File: src/logic/rsc_pkg.sv
// package: constants and types for the reset sequence controller
package rsc_pkg;

  localparam int unsigned CLK_HZ = 125_000_000;

  // power-up wait options, in nanoseconds as printed
  localparam longint unsigned WAIT_140US_NS = 140_000;
  localparam longint unsigned WAIT_4P5MS_NS = 4_500_000;
  localparam longint unsigned WAIT_18MS_NS  = 18_000_000;
  localparam longint unsigned WAIT_72MS_NS  = 72_000_000;
  localparam longint unsigned WAIT_288MS_NS = 288_000_000;

  // least times round up to whole cycles
  function automatic int unsigned rsc_cyc(input longint unsigned ns);
    return int'((ns * CLK_HZ + 64'd999_999_999) / 64'd1_000_000_000);
  endfunction

  localparam int unsigned WAIT_140US_CYC = rsc_cyc(WAIT_140US_NS);
  localparam int unsigned WAIT_4P5MS_CYC = rsc_cyc(WAIT_4P5MS_NS);
  localparam int unsigned WAIT_18MS_CYC  = rsc_cyc(WAIT_18MS_NS);
  localparam int unsigned WAIT_72MS_CYC  = rsc_cyc(WAIT_72MS_NS);
  localparam int unsigned WAIT_288MS_CYC = rsc_cyc(WAIT_288MS_NS);

  // configuration field codes for the power-up wait
  localparam logic [2:0] SEL_140US = 3'h0;
  localparam logic [2:0] SEL_4P5MS = 3'h1;
  localparam logic [2:0] SEL_18MS  = 3'h2;
  localparam logic [2:0] SEL_72MS  = 3'h3;
  localparam logic [2:0] SEL_288MS = 3'h4;

  localparam int unsigned SETTLE_CYC = 16;
  localparam int unsigned CNT_W      = 32;

  // flag values after each power-on
  localparam logic FLAG_RESET_VAL = 1'b1;

  typedef enum logic [1:0] {
    RSC_HOLD,
    RSC_WAIT,
    RSC_SETTLE,
    RSC_RUN
  } rsc_state_type;

endpackage

File: src/logic/rsc_sync.sv
// file: two flip-flop synchroniser for asynchronous level inputs
`timescale 1ns/1ps
module rsc_sync #(
  parameter int unsigned WIDTH = 1,
  parameter logic [WIDTH-1:0] RST_VAL = '0
) (
  // clock and reset
  input  wire logic             i_clk,
  input  wire logic             i_rst,
  // levels
  input  wire logic [WIDTH-1:0] i_async,
  output logic      [WIDTH-1:0] o_sync
);

  logic [WIDTH-1:0] meta_q;

  always_ff @(posedge i_clk or posedge i_rst) begin
    if (i_rst) begin
      meta_q <= RST_VAL;
      o_sync <= RST_VAL;
    end else begin
      meta_q <= i_async;
      o_sync <= meta_q;
    end
  end

endmodule // rsc_sync

File: src/logic/rsc_reset_sequence_controller.sv
// file: reset source collection, power-up sequencing and status flags
`timescale 1ns/1ps
module rsc_reset_sequence_controller
  import rsc_pkg::*;
#(
  parameter int unsigned WAIT_140US = WAIT_140US_CYC,
  parameter int unsigned WAIT_4P5MS = WAIT_4P5MS_CYC,
  parameter int unsigned WAIT_18MS  = WAIT_18MS_CYC,
  parameter int unsigned WAIT_72MS  = WAIT_72MS_CYC,
  parameter int unsigned WAIT_288MS = WAIT_288MS_CYC,
  parameter int unsigned SETTLE     = SETTLE_CYC
) (
  // clock and power-on reset
  input  wire logic       i_clk,
  input  wire logic       i_rst,
  // reset sources (asynchronous)
  input  wire logic       i_brownout_reset,
  input  wire logic       i_external_reset_pin_n,
  input  wire logic       i_watchdog_timer_expired,
  // core events (same clock)
  input  wire logic       i_halt_active,
  input  wire logic       i_halt_instruction,
  input  wire logic       i_watchdog_clear_instruction,
  // configuration words (static)
  input  wire logic [2:0] i_powerup_wait_sel,
  input  wire logic       i_startup_high_speed,
  // sequence outputs
  output logic            o_core_reset,
  output logic            o_register_init,
  output logic            o_run_normal,
  output logic            o_run_slow,
  // status flags
  output logic            o_watchdog_expiry_flag_n,
  output logic            o_power_down_flag_n
);

  // --------------------------------------------------------------
  // synchronise the asynchronous sources
  // --------------------------------------------------------------
  // one synchroniser per source, each idling at its own level:
  // the pin idles high, the brownout detector and the watchdog idle low
  localparam int unsigned        NUM_SRC  = 3;
  localparam logic [NUM_SRC-1:0] SRC_IDLE = 3'h2;

  logic [NUM_SRC-1:0] src_async;
  logic [NUM_SRC-1:0] src_sync;

  assign src_async = {i_brownout_reset, i_external_reset_pin_n,
                      i_watchdog_timer_expired};

  // resetting to the idle levels keeps a false event from following i_rst
  for (genvar g = 0; g < NUM_SRC; g = g + 1) begin : g_sync
    rsc_sync #(
      .WIDTH   (1),
      .RST_VAL (SRC_IDLE[g])
    ) u_sync (
      .i_clk   (i_clk),
      .i_rst   (i_rst),
      .i_async (src_async[g]),
      .o_sync  (src_sync[g])
    );
  end

  logic brownout_s;
  logic pin_low_s;
  logic wdt_s;
  assign brownout_s = src_sync[2];
  assign pin_low_s  = ~src_sync[1];
  assign wdt_s      = src_sync[0];

  // --------------------------------------------------------------
  // wait length decode
  // --------------------------------------------------------------
  function automatic logic [CNT_W-1:0] wait_len(input logic [2:0] sel);
    case (sel)
      SEL_140US: wait_len = CNT_W'(WAIT_140US);
      SEL_4P5MS: wait_len = CNT_W'(WAIT_4P5MS);
      SEL_18MS:  wait_len = CNT_W'(WAIT_18MS);
      SEL_72MS:  wait_len = CNT_W'(WAIT_72MS);
      SEL_288MS: wait_len = CNT_W'(WAIT_288MS);
      // unused codes take the longest wait as the safe choice
      default:   wait_len = CNT_W'(WAIT_288MS);
    endcase
  endfunction

  // --------------------------------------------------------------
  // status flag table
  // --------------------------------------------------------------
  typedef enum logic [2:0] {
    RSC_CAUSE_NONE,
    RSC_CAUSE_SUPPLY,
    RSC_CAUSE_WATCHDOG,
    RSC_CAUSE_PIN,
    RSC_CAUSE_HALT,
    RSC_CAUSE_CLEAR
  } rsc_cause_type;

  typedef struct packed {
    logic to_n;
    logic pd_n;
  } rsc_flags_type;

  // reset events and the two flag instructions share one table, so the
  // event path and the instruction path cannot drift apart
  function automatic rsc_flags_type flag_next(
    input rsc_cause_type cause,
    input logic          halted,
    input rsc_flags_type cur
  );
    rsc_flags_type nxt;
    nxt = cur;
    case (cause)
      RSC_CAUSE_SUPPLY: begin
        nxt.to_n = 1'b1;
        nxt.pd_n = 1'b1;
      end
      RSC_CAUSE_WATCHDOG: begin
        nxt.to_n = 1'b0;
        nxt.pd_n = ~halted;
      end
      RSC_CAUSE_PIN: begin
        // pin reset outside halt leaves both flags alone
        if (halted) begin
          nxt.to_n = 1'b1;
          nxt.pd_n = 1'b1;
        end
      end
      RSC_CAUSE_HALT: begin
        nxt.to_n = 1'b1;
        nxt.pd_n = 1'b0;
      end
      RSC_CAUSE_CLEAR: begin
        nxt.to_n = 1'b1;
        nxt.pd_n = 1'b1;
      end
      default: begin
        nxt = cur;
      end
    endcase
    return nxt;
  endfunction

  // --------------------------------------------------------------
  // state
  // --------------------------------------------------------------
  // outputs to the core live here so that each leaves a flip-flop
  typedef struct packed {
    rsc_state_type    state;
    logic [CNT_W-1:0] cnt;
    rsc_flags_type    flags;
    logic             halted;
    logic             core_reset;
    logic             reg_init;
    logic             run_normal;
    logic             run_slow;
  } rsc_regs_type;

  // i_rst stands for the power-on event
  localparam rsc_regs_type REGS_RST = '{
    state:      RSC_HOLD,
    cnt:        '0,
    flags:      '{to_n: FLAG_RESET_VAL, pd_n: FLAG_RESET_VAL},
    halted:     1'b0,
    core_reset: 1'b1,
    reg_init:   1'b1,
    run_normal: 1'b0,
    run_slow:   1'b0
  };

  rsc_regs_type r_q;
  rsc_regs_type r_d;

  logic any_event;
  assign any_event = brownout_s | pin_low_s | wdt_s;

  // --------------------------------------------------------------
  // which table row applies this cycle
  // --------------------------------------------------------------
  rsc_cause_type event_cause;
  rsc_cause_type ins_cause;

  // supply beats watchdog beats pin when sources overlap
  always_comb begin
    if (brownout_s) begin
      event_cause = RSC_CAUSE_SUPPLY;
    end else if (wdt_s) begin
      event_cause = RSC_CAUSE_WATCHDOG;
    end else if (pin_low_s) begin
      event_cause = RSC_CAUSE_PIN;
    end else begin
      event_cause = RSC_CAUSE_NONE;
    end
  end

  // instructions count only while running; clear wins over halt
  always_comb begin
    if (r_q.state != RSC_RUN) begin
      ins_cause = RSC_CAUSE_NONE;
    end else if (i_watchdog_clear_instruction) begin
      ins_cause = RSC_CAUSE_CLEAR;
    end else if (i_halt_instruction) begin
      ins_cause = RSC_CAUSE_HALT;
    end else begin
      ins_cause = RSC_CAUSE_NONE;
    end
  end

  // --------------------------------------------------------------
  // next state
  // --------------------------------------------------------------
  always_comb begin
    r_d = r_q;
    // halt is tracked only while running; a reset keeps the last value
    if (r_q.state == RSC_RUN) begin
      r_d.halted = i_halt_active;
    end
    if (any_event) begin
      // held in reset while any source stays active; the flags are
      // rewritten every held cycle, which is harmless as each row is
      // idempotent for an unchanged halt bit
      r_d.state      = RSC_HOLD;
      r_d.cnt        = '0;
      r_d.core_reset = 1'b1;
      r_d.reg_init   = 1'b1;
      r_d.run_normal = 1'b0;
      r_d.run_slow   = 1'b0;
      r_d.flags      = flag_next(event_cause, r_q.halted, r_q.flags);
    end else begin
      case (r_q.state)
        RSC_HOLD: begin
          // the wait always runs, whatever oscillator is used
          r_d.state    = RSC_WAIT;
          r_d.cnt      = wait_len(i_powerup_wait_sel);
          r_d.reg_init = 1'b0;
        end
        RSC_WAIT: begin
          // counts the selected number of cycles down to one
          if (r_q.cnt <= CNT_W'(1)) begin
            r_d.state = RSC_SETTLE;
            r_d.cnt   = CNT_W'(SETTLE);
          end else begin
            r_d.cnt = r_q.cnt - CNT_W'(1);
          end
        end
        RSC_SETTLE: begin
          // the run mode is fixed here from the startup clock choice
          if (r_q.cnt <= CNT_W'(1)) begin
            r_d.state      = RSC_RUN;
            r_d.cnt        = '0;
            r_d.halted     = 1'b0;
            r_d.core_reset = 1'b0;
            r_d.run_normal = i_startup_high_speed;
            r_d.run_slow   = ~i_startup_high_speed;
          end else begin
            r_d.cnt = r_q.cnt - CNT_W'(1);
          end
        end
        RSC_RUN: begin
          // a halt instruction marks halt at once; the level follows
          r_d.flags = flag_next(ins_cause, r_q.halted, r_q.flags);
          if (ins_cause == RSC_CAUSE_HALT) begin
            r_d.halted = 1'b1;
          end
        end
        default: begin
          // an illegal code falls back to a full reset sequence
          r_d.state      = RSC_HOLD;
          r_d.cnt        = '0;
          r_d.core_reset = 1'b1;
          r_d.reg_init   = 1'b1;
          r_d.run_normal = 1'b0;
          r_d.run_slow   = 1'b0;
        end
      endcase
    end
  end

  always_ff @(posedge i_clk or posedge i_rst) begin
    if (i_rst) begin
      r_q <= REGS_RST;
    end else begin
      r_q <= r_d;
    end
  end

  // --------------------------------------------------------------
  // outputs
  // --------------------------------------------------------------
  // core registers with defined values reload while this is high;
  // registers of unknown value must ignore it and keep contents.
  // all come straight from flip-flops so the core reset cannot glitch
  assign o_register_init = r_q.reg_init;
  assign o_core_reset    = r_q.core_reset;
  assign o_run_normal    = r_q.run_normal;
  assign o_run_slow      = r_q.run_slow;
  assign o_watchdog_expiry_flag_n = r_q.flags.to_n;
  assign o_power_down_flag_n      = r_q.flags.pd_n;

endmodule // rsc_reset_sequence_controller

File: config.mk
export PLATFORM = sky130hd
export DESIGN_NAME = rsc_reset_sequence_controller
export DESIGN_NICKNAME = d
export VERILOG_FILES = /design/src/logic/rsc_pkg.sv /design/src/logic/rsc_sync.sv /design/src/logic/rsc_reset_sequence_controller.sv
export SDC_FILE = /design/constraint.sdc
export NUM_CORES = 1
export LEC_CHECK = 0
export BUFFER_PORTS_ARGS = -buffer_cell sky130_fd_sc_hd__buf_4
export CAP_MARGIN = 20
export CORE_ASPECT_RATIO = 0.6
export CORE_MARGIN = 8
export CORE_UTILIZATION = 60
export CTS_CLUSTER_SIZE = 24
export DETAILED_ROUTE_END_ITERATION = 12
export PLACE_DENSITY_LB_ADDON = 0.12
export SKIP_LAST_GASP = 1
export SLEW_MARGIN = 20
export SYNTH_ARGS = -nofsm -noshare
export SYNTH_HDL_FRONTEND = slang
export SYNTH_SLANG_ARGS = --single-unit
export TNS_END_PERCENT = 1
File: constraint.sdc
create_clock -name i_clk -period 7.8 [get_ports i_clk]
set_input_delay 1.56 -clock i_clk [delete_from_list [all_inputs] [get_ports i_clk]]
set_output_delay 1.56 -clock i_clk [all_outputs]
set_load 0.05 [all_outputs]
-- Yosys cells after proc, flatten, opt, wreduce, memory -nomap -nowiden
Index checks and enable logic that the tools add are counted.
Widths: inputs -> output; s select.
- flip-flop bits (word level): 47
- bits of input ports: 12
- output and inout bits: 6
- word-level logic and storage cells: 82
- add/subtract/negate cells: 1
- magnitude comparators: 1
- eq/ne operators: 20
- mux-type cells: 27
- bitwise logic cells: 5
- reductions and logical operators: 13
- operator list (kind ; number):
    $pmux 26 s4 ; 1
    $pmux 34 s3 ; 1
    $mux 32 ; 2
    $mux 36 ; 1
    $le 32x1->1 const B ; 1
    $sub 32x1->32 const B ; 1
    $mux 2 ; 10
    $eq 3x2->1 const B ; 6
    $pmux 2 s4 ; 2
    $eq 3x3->1 const B ; 4
    $eq 3x1->1 const B ; 3
    $mux 3 ; 3
    $reduce_bool 2->1 ; 4
    $ne 3x3->1 const B ; 2
    $reduce_and 3->1 ; 2
    $mux 1 ; 5
    $ne 5x2->1 const B ; 1
    $reduce_bool 5->1 ; 1
    $eq 2x2->1 const B ; 2
    $mux 4 ; 1
    $reduce_bool 4->1 ; 1
    $reduce_or 2->1 ; 2
    $logic_not 3->1 ; 1
    $not 1->1 ; 3
    6 further kinds ; 7

-- Depth between registers and ports, before layout
- depth in word-level cells: 8
- mapped depth: 9
- depth with buffers taken out: 8

-- By module
From an unflattened synthesis, not the netlist that was laid out.
- cells, all modules: 311
- area, all modules: 2827.7 um2
- modules (own cells, without submodules) (module ; instances ; cells an instance ; area an instance (um2) ; sequential area each (um2)):
    rsc_reset_sequence_controller ; 1 ; 302 ; 2663.8 ; 1031.0
    rsc_sync at g_sync[0].u_sync ... ; 2 ; 3 ; 53.8 ; 50.0
    rsc_sync at g_sync[1].u_sync ; 1 ; 3 ; 56.3 ; 52.6

-- Worst setup path before layout
No wires, ideal clock.
- kind: reg2reg
- from: reg r_q[23] in the netlist's numbering
- to: reg r_q[40] in the netlist's numbering
- setup time: 0.122 ns
- arrival: 2.501 ns
- required time: 7.678 ns
- setup slack: 5.177 ns
- stages on the path, launching flop included: 8
- path buffers: 1
- clock period less this slack: 2.623 ns
- path through: dfrtp_1 -> or4_4 -> or4_4 -> buf_6 -> or4b_4 -> o21ai_4 -> nand2_1 -> a32o_1
- longest elaborated chain between the ends: 3
- elaborated cells on any way between the ends: 4
- those cells by class: order compare: 1; eq/ne: 2; reduce/logical: 1
- ends and longest elaborated chain (item ; RTL line ; RTL):
    start, declared ; rsc_reset_sequence_controller.sv:170 ; rsc_regs_type r_q;
    start signal, assigned ; rsc_reset_sequence_controller.sv:282 ; r_q <= r_d;
    $le 32x1->1 * ; rsc_reset_sequence_controller.sv:238, rsc_reset_sequence_controller.sv:247 ;
    $ne 3x3->1 (no source line) ; -- ;
    $reduce_and 3->1 (no source line) * ; -- ;
Mark *: on every way between the ends. The rest lies on a longest branch, timed or not.
A chain may end at the register's enable or synchronous reset.

-- Worst setup path in the final report
- from: reg r_q[23] in the netlist's numbering
- to: reg r_q[9] in the netlist's numbering
- longest elaborated chain between the ends: 4
- elaborated cells on any way between the ends: 5
- those cells by class: order compare: 1; mux: 4
- ends and longest elaborated chain (item ; RTL line ; RTL):
    $le 32x1->1 * ; rsc_reset_sequence_controller.sv:238, rsc_reset_sequence_controller.sv:247 ;
    $mux 32, on equally long branches ; rsc_reset_sequence_controller.sv:247, rsc_reset_sequence_controller.sv:238 ;
    $pmux 34 s3 * ; rsc_reset_sequence_controller.sv:229 ; case (r_q.state)
    $mux 36 * ; rsc_reset_sequence_controller.sv:217 ; if (any_event) begin
Marked as above.

==> metrics.md <==
| Metric | Value |
|---|---|
| Ports | `18` |
| Synth Net Count | `332` |
| Post-route clock period utilization | `0.374` |
| Average size of a mapped cell | `8.94 um2` |
| Max-Cap Viols | `0` |
| Postcts setup bufs | `0` |
| Reg clk slew, reported paths | `0.09 ns` |
| Crit Path Category | `register to register` |
| CTS resizes | `0` |
| GP Congestion | `0.924` |
| Final-report setup violation count | `0` |
| Chip Width | `approximately 100 um` |
| Worst path cell trace | `or4_4 > or4_4 > nor4b_4 > nor2_2 > a31oi_1 > o21ai_1` |
| Fmax | `343 MHz` |
| Drt pass-1 iters | `5` |
| Max FO, Critical Path | `13` |
| Final layout net count | `340` |
| Number of synthesized register bits | `47` |
| Pwr dens | `187 nW/um2` |
| Cell variety after synth | `56` |
| # rows | `19` |
| Hpwl dp | `5050 um` |
| Post-route ant nets | `0` |
| Outcome | `finished clean` |
| Worst Clk Skew | `0.0101 ns` |
| Starting Density | `0.618` |
| Final min period | `2.91 ns` |
| Power Total | `roughly 0.57 mW` |
| Die Y | `69.0 um` |
| TritonCTS buffer count | `5` |
| First-pass GRT wire length | `11800 um` |
| DR WL/cell | `19.0 um` |
| Final Util | `0.672` |
| Layout area overhead | `8.65%` |
| Worst min path class | `register to register` |
| R2R cell count | `6` |
| Reg area | `1180 um2` |
| Worst EP required | `8.00 ns` |
| Clock Sinks | `47` |
| Filler cells | `a little under 400` |
| CTS H-tree depth | `2` |
| Most common cell after layout, fill and taps aside | `dfrtp_1` |
| Worst skew pair latency | `0.32 ns` |
| Total number of vias | `around 2500` |
| Hold buffer count at cts | `0` |
| Share of cells above drive strength 1 | `0.155` |
| Setup TNS | `0 ns` |
| Worst Tran Pin Value | `0.818 ns` |
| Max stage delay on crit path | `0.68 ns` |
| Synth Warn # | `0` |
| Cell total after placement | `378` |
| Multi-input gate area | `1500 um2` |
| Leakage power | `1.38 nW` |
| Slew Limit Fails | `0` |
| Gr usage total | `0.210` |
| Mapped Cells | `approximately 310` |
| Fraction of the yosys area taken by sequential cells | `0.422` |
| Core Box Area | `4540 um2` |
| Hold path cells | `0` |
| Most frequent cells in the layout | `dfrtp_1 (41), nand2_1 (34), nor2_1 (21)` |
| EDFF count, synth | `0` |
| Gr ovfl total | `0` |
| CP endpoint kind | `register` |
| ANT cells | `0` |
| Ys flop type | `dfrtp_1` |
| CTS tree | `yes` |
| Vias in the first global route | `roughly 2300` |
| Final wirelength | `7320 um` |
| Initial antenna violation count | `0` |
| Clk root buf | `clkbuf_8` |
| Longest Clk Path Bufs | `2` |
| Post-synthesis cell area | `between 2000 and 3000 um2` |
| Residual DRC count | `0` |
| RSZ-0062 raised after global routing | `false` |
| Non-Filler Instances | `386` |
| Peak VDD IR | `0.000113 V` |
| Hold Violations, Final | `0` |
| IO buf count | `17` |
| Full die area | `7190 um2` |
| Async set-or-reset flop fraction in the synthesized netlist | `1.00` |
| Final hold slack | `~0.36 ns` |
| Crit-path slowest cell | `nor4b_4` |
| DRT iter0 DRCs | `294` |
| Slew headroom | `0.455` |
| Largest net degree at the start of global routing | `48` |
| Vias/cell | `roughly 6.6` |
| Startpoint Class | `register` |
| Crit path top cell by count | `or4_4` |
| CP Data Arrival Time | `3.12 ns` |
-- cell families after synthesis --
family / count (synthesis) / share of synthesized area
AOI/OAI and AO/OA: 86 / 0.193
muxes: 4 / 0.0147
and+or+nand+nor: 134 / 0.266
xor gates and xnor gates: 11 / 0.0343
DFF: 47 / 0.422
buffers and inverters: 26 / 0.0437
adders and majority gates: 6 / 0.0267
-- stage by stage --
stage | setup WS, ns | instance area (um2)
floorplan | 5.13 | 2810
global placement | 4.99 | 2930
detailed placement | 4.96 | 2930
CTS | 4.94 | 3050
global route | 4.81 | 3050
finish | 4.89 | 3050
-- where the power goes --
| part | leakage (nW) | internal (mW) | switching, mW |
|---|---|---|---|
| clock | 0.0612 | 0.104 | 0.0899 |
| sequential | 0.618 | 0.252 | 0.00763 |
| combinational | 0.696 | 0.0439 | 0.0729 |
| total | 1.38 | 0.399 | 0.170 |
-- routing by layer --
metal / GRT usage / up-vias / share of wire
met5: 0 / - / 0
met4: 0.0966 / 0 / 0.017
met3: 0.0575 / 16 / 0.10
met2: 0.297 / 127 / 0.39
met1: 0.293 / 1219 / 0.48
li1: - / 1167 / -
-- Yosys cell counts (3+ instances only) --
cell / count / area (um2)
nor3_1: 13 / 65.1
mux2i_1: 3 / 30.0
nand3_1: 8 / 40.0
nor4_1: 12 / 75.1
a22oi_1: 4 / 30.0
a21o_1: 3 / 22.5
a31oi_1: 8 / 50.1
o22ai_1: 7 / 43.8
nor2_1: 22 / 82.6
nand2b_1: 5 / 31.3
clkbuf_1: 11 / 41.3
o21ai_1: 9 / 45.0
a21oi_1: 17 / 85.1
dfstp_2: 6 / 158
or4_1: 4 / 30.0
nor2b_1: 3 / 18.8
or2_2: 4 / 25.0
xnor2_1: 9 / 78.8
buf_6: 3 / 33.8
o31a_1: 4 / 35.0
ha_1: 6 / 75.1
inv_1: 10 / 37.5
or3_1: 9 / 56.3
a22o_1: 3 / 26.3
dfrtp_1: 41 / 1030
nand2_1: 34 / 128
o21ai_0: 19 / 95.1
-- state kept, by name (all words and copies together), names as in the netlist --
| signal | flops |
|---|---|
| g_sync.u_sync.o_sync | 3 |
| o_core_reset | 1 |
| o_register_init | 1 |
| o_run_normal | 1 |
| r_q | 35 |
| g_sync.u_sync.meta_q | 3 |
| o_watchdog_expiry_flag_n | 1 |
| o_run_slow | 1 |
| o_power_down_flag_n | 1 |
-- critical path, delay by kind of cell, from the launching register on --
kind	cells	cell delay, ns
AO/OA/AOI/OAI	2	0.31
flip-flops	1	0.44
AND/OR/NAND/NOR	4	2.04
-- worst paths after layout --
kind                       slack [ns]                                 to                               from
max                              4.89                 r_q[9]$_DFFE_PP0P_                r_q[23]$_DFFE_PP0P_
min                              0.36  g_sync[2].u_sync.o_sync$_DFF_PP0_  g_sync[2].u_sync.meta_q$_DFF_PP0_
min in group asynchronous        1.36  g_sync[2].u_sync.meta_q$_DFF_PP0_                              i_rst
max reg2reg                      4.89                 r_q[9]$_DFFE_PP0P_                r_q[23]$_DFFE_PP0P_
max in group asynchronous        5.93                r_q[28]$_DFFE_PP0P_                              i_rst
min reg2reg                      0.36  g_sync[2].u_sync.o_sync$_DFF_PP0_  g_sync[2].u_sync.meta_q$_DFF_PP0_
-- layout make-up --
cell class | count | share of cell area
multi-input cells | 241 | 0.493
flip-flops and latches | 47 | 0.388
repair buffers | 17 | 0.0419
clock buffers | 6 | 0.0271
well taps | 63 | 0.0259
inverters | 10 | 0.0127
clock inverters | 2 | 0.0115
(Power assumes the default switching activity.)
